==> src/async_trace_pkg.sv <==
// Constants shared by the asynchronous trace output block
package async_trace_pkg;

	// ==========================================================
	// Register addresses
	localparam logic [31:0] ADDR_STIM_BASE    = 32'he0000000;
	localparam logic [31:0] ADDR_TRACE_ENABLE = 32'he0000e00;
	localparam logic [31:0] ADDR_TRACE_PRIV   = 32'he0000e40;
	localparam logic [31:0] ADDR_TRACE_CTRL   = 32'he0000e80;
	localparam logic [31:0] ADDR_TRACE_STATUS = 32'he0000ef0;
	localparam logic [31:0] ADDR_TIMESTAMP    = 32'he0000ef4;
	localparam logic [31:0] ADDR_UNLOCK_KEY   = 32'he0000fb0;
	localparam logic [31:0] ADDR_DEBUG_MON    = 32'he000edfc;
	localparam logic [31:0] ADDR_PRESCALER    = 32'he0040010;
	localparam logic [31:0] ADDR_PIN_PROTO    = 32'he00400f0;
	localparam logic [31:0] ADDR_FLUSH_CTRL   = 32'he0040304;

	// ==========================================================
	// Fields and values
	localparam logic [31:0] UNLOCK_KEY        = 32'hc5acce55;
	localparam int          GLOBAL_EN_BIT     = 24;
	localparam int          CTRL_EN_BIT       = 0;
	localparam int          CTRL_TS_BIT       = 1;
	localparam int          CTRL_SYNC_BIT     = 2;
	localparam int          CTRL_SWO_BIT      = 4;
	localparam int          CTRL_ID_LSB       = 16;
	localparam int          ID_WIDTH          = 7;
	localparam logic [31:0] CTRL_MASK         = 32'h007f0017;
	localparam int          NUM_PORTS         = 32;
	localparam logic [1:0]  PROTO_MANCHESTER  = 2'h1;
	localparam logic [1:0]  PROTO_NRZ         = 2'h2;
	localparam logic [1:0]  PROTO_RESET       = 2'h1;
	localparam logic [31:0] FLUSH_RESET       = 32'h00000000;
	localparam int          PRESC_WIDTH       = 13;
	localparam logic [12:0] PRESC_RESET       = 13'h0000;

	// ==========================================================
	// Packet layout
	localparam int          TS_WIDTH          = 21;
	localparam int          ENTRY_WIDTH       = 60;
	localparam int          FIFO_DEPTH        = 4;
	localparam logic [7:0]  TS_HEADER         = 8'hc0;
	localparam logic [71:0] SYNC_BYTES        = 72'h000000800000000000;
	localparam logic [3:0]  SYNC_LEN          = 4'h6;
	localparam logic [3:0]  NRZ_BITS          = 4'ha;
	localparam logic [3:0]  MANCH_BITS        = 4'h9;

endpackage : async_trace_pkg

==> src/async_trace_output.sv <==
// Trace source, packet FIFO and single-wire formatter with a Wishbone slave
`timescale 1ns/1ps

// ==========================================================
// Packet FIFO
module trace_fifo #(
	parameter int Width = 60,
	parameter int Depth = 4
) (
	input  wire logic             clk,
	input  wire logic             reset,
	input  wire logic             inValid,
	output wire logic             inReady,
	input  wire logic [Width-1:0] inData,
	output wire logic             outValid,
	input  wire logic             outReady,
	output wire logic [Width-1:0] outData
);
	localparam int AW = $clog2(Depth);

	logic [Width-1:0] mem [Depth];
	logic [AW-1:0]    wrPtr_q;
	logic [AW-1:0]    rdPtr_q;
	logic [AW:0]      count_q;

	wire push = inValid & inReady;
	wire pop  = outValid & outReady;

	assign inReady  = (count_q != (AW+1)'(Depth));
	assign outValid = (count_q != '0);
	assign outData  = mem[rdPtr_q];

	always_ff @(posedge clk or posedge reset)
	begin
		if (reset)
		begin
			wrPtr_q <= '0;
			rdPtr_q <= '0;
			count_q <= '0;
		end
		else
		begin
			if (push)
				wrPtr_q <= (wrPtr_q == AW'(Depth - 1)) ? '0 : wrPtr_q + 1'b1;
			if (pop)
				rdPtr_q <= (rdPtr_q == AW'(Depth - 1)) ? '0 : rdPtr_q + 1'b1;
			count_q <= count_q + (AW+1)'(push) - (AW+1)'(pop);
		end
	end

	// Storage carries no reset; only the pointers and the count define validity
	always_ff @(posedge clk)
	begin
		if (push)
			mem[wrPtr_q] <= inData;
	end
endmodule : trace_fifo

// ==========================================================
// Top
// Contract
// - A 21-bit counter produces timestamps sent after each stimulus packet.
// - Trace unit configuration writes need the unlock key written first.
// - Control value 0x00010015 enables unit, sync, single-wire behaviour, source id 1.
// - Each trace enable bit enables its stimulus port; 0x1 enables port 0.
// - Privilege bit set restricts its port to privileged writes; clear allows user.
// - A stimulus port write is sent out as trace data through the formatter.
// - Formatter sends trace data at the core clock rate divided by the prescaler value plus one; Manchester bits take two such periods, halving it.
// - All trace data leaves on one pin shared with the scan data output.
// - Trace output only drives the pin when serial wire debug is selected.
// - Manchester and NRZ encodings exist; Manchester after reset.
// - Pin protocol value 0x2 selects NRZ output.
// - Trace works only while the global trace enable bit is set.
// - Prescaler value plus one divides the core clock into the output bit clock, setting the baud rate.
module async_trace_output (
	input  wire logic        clk,
	input  wire logic        reset,
	input  wire logic [31:0] adr_i,
	input  wire logic [31:0] dat_i,
	output wire logic [31:0] dat_o,
	input  wire logic        we_i,
	input  wire logic [3:0]  sel_i,
	input  wire logic        stb_i,
	input  wire logic        cyc_i,
	output wire logic        ack_o,
	input  wire logic        privAccess,
	input  wire logic        swdSelected,
	input  wire logic        tdoIn,
	input  wire logic        tdoOe,
	output wire logic        singleWireTracePinOut,
	output wire logic        singleWireTracePinOe,
	output wire logic [6:0]  traceSourceId
);
	// ==========================================================
	// Registers
	logic [31:0] ctrl_q;
	logic [31:0] enable_q;
	logic [31:0] priv_q;
	logic [31:0] demcr_q;
	logic [31:0] flush_q;
	logic [12:0] presc_q;
	logic [1:0]  proto_q;
	logic        unlocked_q;
	logic        ack_q;
	logic [31:0] rdata_q;
	logic [20:0] tsCount_q;
	logic [12:0] baudCnt_q;
	logic [71:0] pktVec_q;
	logic [3:0]  pktLeft_q;
	logic        syncPend_q;
	logic [9:0]  txShift_q;
	logic [3:0]  txBits_q;
	logic        txHalf_q;

	function automatic logic [31:0] merge(input logic [31:0] old, input logic [31:0] nw, input logic [3:0] sel);
		logic [31:0] r;
		r = old;
		for (int i = 0; i < 4; i++)
			if (sel[i])
				r[i*8 +: 8] = nw[i*8 +: 8];
		return r;
	endfunction : merge

	// ==========================================================
	// Decode
	wire        reqLive    = cyc_i & stb_i & ~ack_q;
	wire        hitStim    = (adr_i[31:7] == async_trace_pkg::ADDR_STIM_BASE[31:7]);
	wire        hitEnable  = (adr_i == async_trace_pkg::ADDR_TRACE_ENABLE);
	wire        hitPriv    = (adr_i == async_trace_pkg::ADDR_TRACE_PRIV);
	wire        hitCtrl    = (adr_i == async_trace_pkg::ADDR_TRACE_CTRL);
	wire        hitStatus  = (adr_i == async_trace_pkg::ADDR_TRACE_STATUS);
	wire        hitTs      = (adr_i == async_trace_pkg::ADDR_TIMESTAMP);
	wire        hitUnlock  = (adr_i == async_trace_pkg::ADDR_UNLOCK_KEY);
	wire        hitDemcr   = (adr_i == async_trace_pkg::ADDR_DEBUG_MON);
	wire        hitPresc   = (adr_i == async_trace_pkg::ADDR_PRESCALER);
	wire        hitProto   = (adr_i == async_trace_pkg::ADDR_PIN_PROTO);
	wire        hitFlush   = (adr_i == async_trace_pkg::ADDR_FLUSH_CTRL);
	wire [4:0]  stimPort   = adr_i[6:2];

	wire        globalEn   = demcr_q[async_trace_pkg::GLOBAL_EN_BIT];
	wire        unitEn     = globalEn & ctrl_q[async_trace_pkg::CTRL_EN_BIT];
	wire        tsEn       = ctrl_q[async_trace_pkg::CTRL_TS_BIT];
	wire        syncEn     = ctrl_q[async_trace_pkg::CTRL_SYNC_BIT];
	wire        swoMode    = ctrl_q[async_trace_pkg::CTRL_SWO_BIT];
	wire        nrzMode    = (proto_q == async_trace_pkg::PROTO_NRZ);

	// ==========================================================
	// Stimulus intake
	wire        portOpen   = enable_q[stimPort] & (privAccess | ~priv_q[stimPort]);
	wire        stimAccept = reqLive & we_i & hitStim & unitEn & portOpen;
	wire        fifoInReady;
	wire        fifoOutValid;
	wire        fifoOutReady;
	wire [59:0] fifoOut;

	// Back-pressure: a stimulus write waits for room rather than dropping data
	wire        ackNext    = reqLive & ~(stimAccept & ~fifoInReady);
	wire        wrNow      = ackNext & we_i;
	wire        cfgWr      = wrNow & unlocked_q;

	wire [1:0]  sizeCode   = (sel_i == 4'h1) ? 2'h1 : (sel_i == 4'h3) ? 2'h2 : 2'h3;
	wire [31:0] stimData   = (sel_i == 4'h1) ? {24'h000000, dat_i[7:0]} :
	                         (sel_i == 4'h3) ? {16'h0000, dat_i[15:0]} : dat_i;
	wire [59:0] fifoIn     = {tsCount_q, sizeCode, stimPort, stimData};

	trace_fifo #(
		.Width (async_trace_pkg::ENTRY_WIDTH),
		.Depth (async_trace_pkg::FIFO_DEPTH)
	) u_fifo (
		.clk      (clk),
		.reset    (reset),
		.inValid  (stimAccept),
		.inReady  (fifoInReady),
		.inData   (fifoIn),
		.outValid (fifoOutValid),
		.outReady (fifoOutReady),
		.outData  (fifoOut)
	);

	// ==========================================================
	// Packet building
	wire [20:0] eTs        = fifoOut[59:39];
	wire [1:0]  eSize      = fifoOut[38:37];
	wire [4:0]  ePort      = fifoOut[36:32];
	wire [2:0]  eBytes     = (eSize == 2'h3) ? 3'h4 : {1'b0, eSize};
	wire [7:0]  eHeader    = {ePort, 1'b0, eSize};
	wire [31:0] tsBytes    = {1'b0, eTs[20:14], 1'b1, eTs[13:7], 1'b1, eTs[6:0], async_trace_pkg::TS_HEADER};
	wire [6:0]  tsShift    = {1'b0, eBytes, 3'h0} + 7'h08;
	wire [71:0] tsPlaced   = tsEn ? ({40'h0, tsBytes} << tsShift) : 72'h0;
	wire [71:0] loadVec    = {32'h0, fifoOut[31:0], eHeader} | tsPlaced;
	wire [3:0]  loadLen    = 4'h1 + {1'b0, eBytes} + (tsEn ? 4'h4 : 4'h0);
	wire        pktIdle    = (pktLeft_q == 4'h0);
	assign fifoOutReady    = pktIdle & ~syncPend_q;

	// ==========================================================
	// Bit clock and serializer
	// Bit rate follows the prescaler only, not the core rate of any consumer
	wire        baudTick   = (baudCnt_q == presc_q);
	wire        txIdle     = (txBits_q == 4'h0);
	wire        loadByte   = baudTick & txIdle & ~pktIdle;
	wire        ctrlWrite  = cfgWr & hitCtrl;
	wire [31:0] prescNext  = merge({19'h0, presc_q}, dat_i, sel_i);
	wire [31:0] ctrlNext   = merge(ctrl_q, dat_i, sel_i) & async_trace_pkg::CTRL_MASK;
	wire        syncStart  = ctrlWrite & ctrlNext[async_trace_pkg::CTRL_EN_BIT] &
	                         ctrlNext[async_trace_pkg::CTRL_SYNC_BIT] & ~ctrl_q[async_trace_pkg::CTRL_EN_BIT];
	wire        tsStep     = swoMode ? baudTick : 1'b1;

	// Manchester: each bit is two ticks, first half carries the bit value
	wire        lineLevel  = nrzMode ? (txIdle ? 1'b1 : txShift_q[0]) :
	                         (txIdle ? 1'b0 : (txShift_q[0] ^ txHalf_q));

	// ==========================================================
	// Pin sharing: scan data output keeps the pin unless serial wire debug
	assign singleWireTracePinOut = swdSelected ? lineLevel : tdoIn;
	assign singleWireTracePinOe  = swdSelected ? globalEn : tdoOe;
	assign traceSourceId         = ctrl_q[async_trace_pkg::CTRL_ID_LSB +: async_trace_pkg::ID_WIDTH];

	// ==========================================================
	// Read mux
	wire [31:0] statusWord = {29'h0, fifoOutValid, unlocked_q, ~(pktIdle & txIdle & ~fifoOutValid)};
	wire [31:0] readWord   = hitCtrl   ? ctrl_q   :
	                         hitEnable ? enable_q :
	                         hitPriv   ? priv_q   :
	                         hitDemcr  ? demcr_q  :
	                         hitPresc  ? {19'h0, presc_q} :
	                         hitProto  ? {30'h0, proto_q} :
	                         hitFlush  ? flush_q  :
	                         hitStatus ? statusWord :
	                         hitTs     ? {11'h0, tsCount_q} : 32'h0;

	assign ack_o = ack_q;
	assign dat_o = rdata_q;

	// ==========================================================
	// Bus slave and configuration
	always_ff @(posedge clk or posedge reset)
	begin
		if (reset)
		begin
			ack_q      <= 1'b0;
			rdata_q    <= 32'h0;
			unlocked_q <= 1'b0;
			ctrl_q     <= 32'h0;
			enable_q   <= 32'h0;
			priv_q     <= 32'h0;
			demcr_q    <= 32'h0;
			presc_q    <= async_trace_pkg::PRESC_RESET;
			proto_q    <= async_trace_pkg::PROTO_RESET;
			flush_q    <= async_trace_pkg::FLUSH_RESET;
		end
		else
		begin
			ack_q <= ackNext;
			if (ackNext)
				rdata_q <= we_i ? 32'h0 : readWord;
			if (wrNow & hitUnlock)
				unlocked_q <= (dat_i == async_trace_pkg::UNLOCK_KEY);
			if (ctrlWrite)
				ctrl_q <= ctrlNext;
			if (cfgWr & hitEnable)
				enable_q <= merge(enable_q, dat_i, sel_i);
			if (cfgWr & hitPriv)
				priv_q <= merge(priv_q, dat_i, sel_i);
			if (wrNow & hitDemcr)
				demcr_q <= merge(demcr_q, dat_i, sel_i);
			if (wrNow & hitPresc)
				presc_q <= prescNext[12:0];
			if (wrNow & hitProto & sel_i[0])
				proto_q <= dat_i[1:0];
			if (wrNow & hitFlush)
				flush_q <= merge(flush_q, dat_i, sel_i);
		end
	end

	// ==========================================================
	// Timestamp counter, saturating, restarted at each captured packet
	always_ff @(posedge clk or posedge reset)
	begin
		if (reset)
			tsCount_q <= 21'h0;
		else if (stimAccept & fifoInReady)
			tsCount_q <= 21'h0;
		else if (unitEn & tsStep & (tsCount_q != 21'h1fffff))
			tsCount_q <= tsCount_q + 21'h1;
	end

	// ==========================================================
	// Packet sequencer
	always_ff @(posedge clk or posedge reset)
	begin
		if (reset)
		begin
			pktVec_q   <= 72'h0;
			pktLeft_q  <= 4'h0;
			syncPend_q <= 1'b0;
		end
		else
		begin
			if (pktIdle & syncPend_q)
			begin
				pktVec_q   <= async_trace_pkg::SYNC_BYTES;
				pktLeft_q  <= async_trace_pkg::SYNC_LEN;
				syncPend_q <= 1'b0;
			end
			else if (pktIdle & fifoOutValid)
			begin
				pktVec_q  <= loadVec;
				pktLeft_q <= loadLen;
			end
			else if (loadByte)
			begin
				pktVec_q  <= pktVec_q >> 8;
				pktLeft_q <= pktLeft_q - 4'h1;
			end
			// A new enable in the same cycle as a load still queues its sync
			if (syncStart)
				syncPend_q <= 1'b1;
		end
	end

	// ==========================================================
	// Serializer
	always_ff @(posedge clk or posedge reset)
	begin
		if (reset)
		begin
			baudCnt_q <= 13'h0;
			txShift_q <= 10'h0;
			txBits_q  <= 4'h0;
			txHalf_q  <= 1'b0;
		end
		else
		begin
			baudCnt_q <= baudTick ? 13'h0 : baudCnt_q + 13'h1;
			if (loadByte)
			begin
				txShift_q <= nrzMode ? {1'b1, pktVec_q[7:0], 1'b0} : {1'b0, pktVec_q[7:0], 1'b1};
				txBits_q  <= nrzMode ? async_trace_pkg::NRZ_BITS : async_trace_pkg::MANCH_BITS;
				txHalf_q  <= 1'b0;
			end
			else if (baudTick & ~txIdle)
			begin
				if (nrzMode | txHalf_q)
				begin
					txShift_q <= txShift_q >> 1;
					txBits_q  <= txBits_q - 4'h1;
					txHalf_q  <= 1'b0;
				end
				else
					txHalf_q <= 1'b1;
			end
		end
	end
endmodule : async_trace_output

==> config.mk <==
export PLATFORM = sky130hd
export DESIGN_NAME = async_trace_output
export DESIGN_NICKNAME = d
export VERILOG_FILES = /design/src/async_trace_pkg.sv /design/src/async_trace_output.sv
export SDC_FILE = /design/constraint.sdc
export NUM_CORES = 1
export LEC_CHECK = 0
export BUFFER_PORTS_ARGS = -buffer_cell sky130_fd_sc_hd__buf_2
export CORE_UTILIZATION = 30
export DETAILED_ROUTE_END_ITERATION = 10
export GPL_TIMING_DRIVEN = 0
export MAX_ROUTING_LAYER = met4
export PLACE_DENSITY = 0.43
export SETUP_SLACK_MARGIN = 0.4
export SYNTH_ARGS = -nofsm -noshare
export SYNTH_HDL_FRONTEND = slang
export SYNTH_SLANG_ARGS = --single-unit
==> constraint.sdc <==
create_clock -name clk -period 29.1 [get_ports clk]
set_input_delay 5.82 -clock clk [delete_from_list [all_inputs] [get_ports clk]]
set_output_delay 5.82 -clock clk [all_outputs]
set_load 0.05 [all_outputs]
Yosys cells after proc, flatten, opt, wreduce, memory -nomap -nowiden
Memory sizes are Yosys's and may differ from the RTL's.
Index checks and enable logic that the tools add are counted.
W data, S select, Z words.

storage, ports and cells
  memories = 1
  output and inout port bits = 42
  memory bits (writable) = 240
  register bits = 321

cells by class
  shift operators = 1
  mux-type cells = 54
  $lt $le $gt $ge = 1
  reduce and logical (&&, ||, !) cells = 29
  $add $sub $neg = 11
  equal/unequal tests = 21
  bitwise gates (word level) = 50

memory list
  memory      depth  width  rd ports  clocked after Yosys merged registers in  write ports  RTL line                  RTL
  u_fifo.mem  4      60     1         0                                        1            async_trace_output.sv:21  logic [Width-1:0] mem [Depth];

operators with widths
  cell                     number
  $eq A32 B32 Y1 const B   11
  $mux W32                 10
  $mux W72                 4
  $mux W21                 4
  $or A40 B72 Y72          1
  $shl A31 B7 Y72          1
  $reduce_and A2 Y1        21
  $mux W10                 4
  $and A1 B1 Y1            36
  $eq A25 B25 Y1 const B   1
  $mux W4                  6
  $add A21 B1 Y21 const B  1
  $ne A21 B21 Y1 const B   1
  $mux W1                  16
  $add A13 B1 Y13 const B  1
  $eq A13 B13 Y1           1
  $mux W13                 1
  $bmux W1 S5              2
  $not A1 Y1               10
  $mux W3                  3
  $eq A2 B2 Y1 const B     4
  $logic_not A4 Y1         2
  $mux W2                  4
  $reduce_bool A2 Y1       4
  other kinds (14)         18

Depth between registers and ports, before layout
Gate-level depths: netlist of run 1.

  word-level depth = 16
  depth in mapped cells = 13
  depth with buffers taken out = 11

Cells and area by module
Synthesis of run 1 repeated with hierarchy kept, for this count alone.

second synthesis, totals
  cells, all modules = 1997
  area, all modules = 25983.7 um^2

by module, submodules not included
  module              sequential area each (um^2)  times used  area an instance (um^2)  cells each
  async_trace_output  7858.8                       1           16895.0                  1644
  trace_fifo          7382.1                       1           9088.7                   353

Worst setup path before layout of run 1
Ideal clock, no wire load.

  path kind = input-to-output
  start point = in tdoIn
  end point = out singleWireTracePinOut
  stages = 2
  slack = 16.343 ns
  data required time = 23.280 ns
  arrival time = 6.937 ns
  cell sequence = inv_1 -> o21ai_0

between the ends
  cells in the longest elaborated chain, start to end = 1

ends and longest elaborated chain
  element             RTL line                   RTL
  start: declaration  async_trace_output.sv:88   input wire logic tdoIn,
  $mux W1             async_trace_output.sv:214  assign singleWireTracePinOut = swdSelected ? lineLevel : tdoIn;
  end: declaration    async_trace_output.sv:90   output wire logic singleWireTracePinOut,

No other way between the ends.

Worst setup path after layout of run 1
  start point = in swdSelected
  end point = out singleWireTracePinOe

between the ends
  cells in the longest elaborated chain, start to end = 1

ends and longest elaborated chain
  element             RTL line                   RTL
  start: declaration  async_trace_output.sv:87   input wire logic swdSelected,
  $mux W1             async_trace_output.sv:215  assign singleWireTracePinOe = swdSelected ? globalEn : tdoOe;
  end: declaration    async_trace_output.sv:91   output wire logic singleWireTracePinOe,

No other way between the ends.

==> reports/results.ini, run 1 <==
[clock_network]
cts_resized = 0
tritoncts = built
clockBufferDepth = 3
cts_sinks = 561
path_clk_slew_ns = 0.05
clock_latency_ns = 0.60
numCtsBuffers = 69
cts_hold_buf = 0
cts-root-buf = clkbuf_16
cts_setup_buffers = 0
htreeDepth = 3

[die]
die_h_um = 294
start_util = 0.304
row_count = 106
die-area_um2 = 86300
core_um2 = 84000
die_width_um = 294
ioPinCount = 119

[yosys]
syn_avg_cell_area_um2 = 13.2
synth_area_um2 = 25500
synth_seq_area_share = 0.597
synth_compound_area_frac = 0.0934
synth_fa_ha_area_frac = 0.0106
ys_ff_latch = 561
ys_warn_count = 0
synth_xor_area_frac = 0.0161
ys.flop_type = dfrtp_1
synth_top_family_by_area = multiplexers
synth-simple-area-share = 0.0978
synthCells = 1933
synthArstFlopShare = 0.572
synthDistinctLibCells = 75
syn_nets = 2031
synth_edf_count = 240
synth.mux.area_fraction = 0.160

[detailed_routing]
wl_um = 84500
wire_per_inst_um = 25.5
drtIter0Drc = 1212
vias = 17300
drc = 0
vias_per_cell = 5.21
dr.pass1.iters = 5
ant_nets = 0

[power]
irDropWorstVdd_mv = 0.0388
power.density_nw_per_um2 = 71.1
pwr-share-comb = 0.181
total_power_uw = 2130
switching_power_uw = 607
switching_share = 0.284
p_seq_frac = 0.417
p_int_uw = 1530
leakage_uw = 0.0116
clkPwrFrac = 0.402

[cells_and_area]
drive_above_1_share = 0.254
finalInstanceArea_um2 = 30000
area_growth_pct = 17.5
finalNetCount = 2222
nFillCells = 8204

[grt]
antenna_found_initial = 5
grt.total_usage = 0.202
grt_max_degree = 116
grt_pass1_wl_um = 123000
grt_overflow = 0
grt_pass1_vias = 17900

[min_path]
min_path_type = flip-flop to flip-flop

[place]
placed_cell_area_um2 = 27700
place_congestion = 0.886
portBuffers = 114
pre_cts_ws_ns = 16.71
post-dp-hpwl_um = 62600

[sta]
rsz0062_at_grt = no
whs_ns = 0.477
hold_viol = 0
slew-limit-headroom = 0.109
finalCritPeriodShare = 0.424
setup_slack_ns = 16.78
slew_violations = 0
final.setup.tns_ns = 0
worstMarginPinSlew_ns = 1.33
finClkSkew_ns = 0.0261
setup_viol = 0
max_freq_ghz = 0.0811
fin_crit_ns = 12.32

[critical_path]
path_max_fanout = 3
critPathCaptureType = output port
worstPathArrival_ns = 6.50
required_ns = 23.28
path_class = input port to output port
start_kind = input port

[job]
maxCapViolCount = 0

[status]
status = finished, final reports clean

## per-stage QoR
step | util | std cells
2_1_floorplan | - | 1933
3_3_place_gp | 0.328 | 3181
3_5_place_dp | 0.330 | 3187
4_1_cts | 0.357 | 3311
5_1_grt | 0.357 | 3313
6_report | 0.357 | 3314
## layout by cell type, fill, tap and decap left out, drive strengths merged, types with 12 or more instances in the layout
cell type / n
and3: 21
nor3: 22
a221oi: 17
clkinv: 12
and2: 16
clkbuf: 172
a21oi: 69
nor2b: 34
a211oi: 15
dfrtp: 320
xor2: 39
ha: 20
a31oi: 18
nand3: 42
buf: 171
edfxtp: 240
o21ai: 142
a22oi: 37
inv: 32
nor4: 15
nand2: 149
a22o: 21
mux2: 197
nor2: 114
nand4: 27
mux2i: 37
mux4: 66
a222oi: 23
## final timing paths
kind | start | to | slack (ns) | depth (start not counted)
min in group asynchronous | reset | dat_o[6] | 5.34 | 2
max in group asynchronous | reset | pktVec_q[68] | 22.12 | 4
worst max register to register | u_fifo.rdPtr_q[0] | pktVec_q[29] | 25.14 | 10
worst min-delay path | pktVec_q[37] | pktVec_q[37] | 0.48 | 2
worst min register to register | pktVec_q[37] | pktVec_q[37] | 0.48 | 2
worst max-delay path | swdSelected | singleWireTracePinOe | 16.78 | 3
## final cells by class
cell class | instances | area (um2) | share of cell area
Antenna cell | 3 | 7.51 | 0.000250
Buffer | 117 | 538 | 0.0179
Clock buffer | 106 | 2090 | 0.0697
Clock inverter | 18 | 186 | 0.00621
Inverter | 32 | 128 | 0.00425
Multi-Input combinational cell | 1223 | 9660 | 0.322
Sequential cell | 561 | 15200 | 0.508
Tap cell | 1134 | 1420 | 0.0473
Timing Repair Buffer | 120 | 736 | 0.0245
## power by group through the flow
| stage | clock [uW] | sequential [uW] | combinational [uW] |
|---|---|---|---|
| 2_1_floorplan | 0 | 897 | 247 |
| 3_3_place_gp | 0 | 904 | 389 |
| 3_5_place_dp | 0 | 904 | 395 |
| 4_1_cts | 881 | 890 | 396 |
| 5_1_grt | 906 | 894 | 423 |
| 6_report | 859 | 890 | 385 |
## critical path, cell delays in order
cell and delay, ns:
buf_2 0.14, mux2_2 0.34, buf_2 0.21
## sequential cells by signal, summed over array words and instances, names as in the netlist
| signal | count |
|---|---|
| dat_o | 32 |
| u_fifo.rdPtr_q | 2 |
| baudCnt_q | 13 |
| syncPend_q | 1 |
| pktLeft_q | 4 |
| u_fifo.wrPtr_q | 2 |
| presc_q | 13 |
| flush_q | 32 |
| tsCount_q | 21 |
| u_fifo.count_q | 3 |
| enable_q | 32 |
| priv_q | 32 |
| demcr_q | 32 |
| txBits_q | 4 |
| txShift_q | 10 |
| proto_q | 2 |
| txHalf_q | 1 |
| unlocked_q | 1 |
| ctrl_q | 11 |
| ack_o | 1 |
| u_fifo.mem | 240 |
| pktVec_q | 72 |
## layer usage
metal  wire [um]  vias to the layer above  track usage
met3        2980                      136       0.0213
met2       41200                      448        0.330
li1            -                     7683            -
met5           0                        -            -
met4        2620                        0       0.0654
met1       37700                     8983        0.262
## cells in the mapped netlist, types with 27 or more instances
| cell type | instances | area (um2) |
|---|---|---|
| dfrtp_1 | 320 | 8010 |
| edfxtp_1 | 240 | 7210 |
| mux2_2 | 194 | 2180 |
| nand2_1 | 149 | 559 |
| o21ai_0 | 140 | 701 |
| nor2_1 | 109 | 409 |
| a21oi_1 | 69 | 345 |
| clkbuf_1 | 66 | 248 |
| mux4_2 | 65 | 1460 |
| xor2_1 | 39 | 342 |
| a22oi_1 | 37 | 278 |
| mux2i_1 | 37 | 370 |
| nand3_1 | 36 | 180 |
| nor2b_1 | 34 | 213 |
| inv_1 | 32 | 120 |
| nand4_1 | 27 | 169 |
## logic make-up (layout without fill, tap and decap cells)
group	after synthesis	count (layout)
mux	300	300
compound gates	370	370
flops	561	561
xor+xnor	47	47
other cells	0	3
buf+inv	149	393
simple gates	485	485
fa+ha+maj	21	21
No activity file was read; power rests on OpenSTA's default activity.
==> inputs of run 2 (changes only) <==
- PLACE_DENSITY: 0.43 -> 0.44
- clock period: 29.1 -> 10.85 ns (I/O delays scaled with it)
==> run 2 against run 1 <==
The run now ends with capacitance limit, slew limit left. Design area barely moved. Total power rose to 2.7 times the previous value. Combinational power rose to 2.7 times the previous value. Die area did not move. Worst hold slack got worse by 0.0058 ns. Clock skew rose by 0.0016 ns. Global-route usage fell by 0.28 points. Sequential cell count did not move. Non-clock buffer count rose by 7. Clock-buffer cell count fell by 23. First-iteration DRC count rose by 1.3%. Critical path type is now input port to flip-flop. Largest power group unchanged. Highest routed layer unchanged.
==> reports/results.ini, run 2 (same netlist as run 1, synthesis figures left out) <==
[place]
place_congestion = 0.963
portBuffers = 114
post-dp-hpwl_um = 61800
dp.cells = 3194
pre_cts_ws_ns = 4.83
placed_cell_area_um2 = 27800

[sta]
worstMarginPinSlew_ns = 1.50
finClkSkew_ns = 0.0277
finalCritPeriodShare = 0.513
fin_crit_ns = 5.56
rsz0062_at_grt = no
slew-limit-headroom = -0.0102
hold_viol = 0
slew_violations = 6
final.setup.tns_ns = 0
max_freq_ghz = 0.180
setup_slack_ns = 5.29
setup_viol = 0

[cells_and_area]
drive_above_1_share = 0.256
top_regs = u_fifo.mem x240, pktVec_q x72
final_cell_mix = dfrtp_1 (320), edfxtp_1 (240), mux2_2 (194), nand2_1 (149), o21ai_0 (140)
layout_commonest_cell = dfrtp_1
area_growth_pct = 17.4
final_core_util = 0.357
finalInstanceArea_um2 = 30000
nFillCells = 8185
largest-register = u_fifo.mem
largest_reg_flops = 240
instances_no_fill = 3315
finalNetCount = 2227

[clock_network]
cts_setup_buffers = 0
clockBufferDepth = 3
numCtsBuffers = 67
path_clk_slew_ns = 0.06
tritoncts = built
cts_sinks = 561
clock_latency_ns = 0.60
cts_hold_buf = 0
htreeDepth = 3
cts_resized = 0
cts-root-buf = clkbuf_16

[detailed_routing]
wire_per_inst_um = 24.9
drtIter0Drc = 1228
wl_um = 82700
drc = 0
ant_nets = 0
vias_per_cell = 5.24
dr.pass1.iters = 8
vias = 17400

[grt]
grt_overflow = 0
grt_pass1_wl_um = 122000
antenna_found_initial = 5
grt_pass1_vias = 17900
grt_max_degree = 51
grt.total_usage = 0.199

[power]
leakage_uw = 0.0116
irDropWorstVdd_mv = 0.118
power.density_nw_per_um2 = 189

[job]
maxCapViolCount = 1

[die]
core_um2 = 84000
die_h_um = 294
start_util = 0.304
die-area_um2 = 86300
row_count = 106
die_width_um = 294
ioPinCount = 119

[critical_path]
path_class = input port to flip-flop
path_max_fanout = 10
worstPathArrival_ns = 6.10
rr_worst_depth = 13
required_ns = 11.39
r2r-start = u_fifo.rdPtr_q[0]
crit_start = adr_i[7]
start_kind = input port
critPathCaptureType = flip-flop

[min_path]
hp-start = pktVec_q[42]
holdPathStages = 2
min_path_type = flip-flop to flip-flop

[status]
violations = capacitance limit, slew limit
status = complete, but fails checks

-- run 2: cell count changes in the layout (fill, tap and decap cells not counted), sizes merged --
cell,before,now
clkinv,12,20
clkbuf,172,149
diode,3,7
buf,171,178
inv,32,34
bufinv,4,7
-- run 2: final cells by class --
| cell class | instances | area (um2) | area share |
|---|---|---|---|
| Antenna cell | 7 | 17.5 | 0.000584 |
| Buffer | 117 | 538 | 0.0179 |
| Clock buffer | 83 | 1800 | 0.0600 |
| Clock inverter | 31 | 334 | 0.0111 |
| Inverter | 32 | 124 | 0.00413 |
| Multi-Input combinational cell | 1223 | 9660 | 0.322 |
| Sequential cell | 561 | 15200 | 0.508 |
| Tap cell | 1134 | 1420 | 0.0473 |
| Timing Repair Buffer | 127 | 861 | 0.0287 |
-- run 2: metrics by stage --
stage	total power [uW]	hold WS [ns]
after floorplan	3100	0.438
after global placement	3480	0.458
after detailed placement	3500	0.465
after CTS	5740	0.477
after global routing	5910	0.495
final	5660	0.471
-- run 2: worst paths after layout --
path	end	slack, ns
hold reg to reg	pktVec_q[42]	0.47
setup / recovery	dat_o[12]	5.29
max in group asynchronous	pktVec_q[37]	7.65
setup reg to reg	pktVec_q[21]	6.85
hold / removal	pktVec_q[42]	0.47
min in group asynchronous	baudCnt_q[11]	1.58
-- run 2: layer usage --
layer  part of all wire  global-route usage  up-vias
li1                   -                   -     7719
met1               0.44               0.259     8962
met2               0.48               0.321      535
met3              0.039              0.0252      143
met4              0.035              0.0662        0
met5                  0                   -        -
-- run 2: worst max-delay path, cell delays in order --
cell and delay [ns]:
buf_2 0.11, buf_2 0.27, nand4_1 0.42, nor4_1 0.86, nor4b_2 0.68, clkbuf_1 0.65, a222oi_1 0.33, a21oi_1 0.38
mux2_2 0.21
-- run 2: where the power goes --
part           internal, uW  switching (uW)  leakage (uW)  total [uW]
Clock                  1340             876       0.00105        2210
Sequential             2320            67.5       0.00611        2390
Combinational           373             679       0.00446        1050
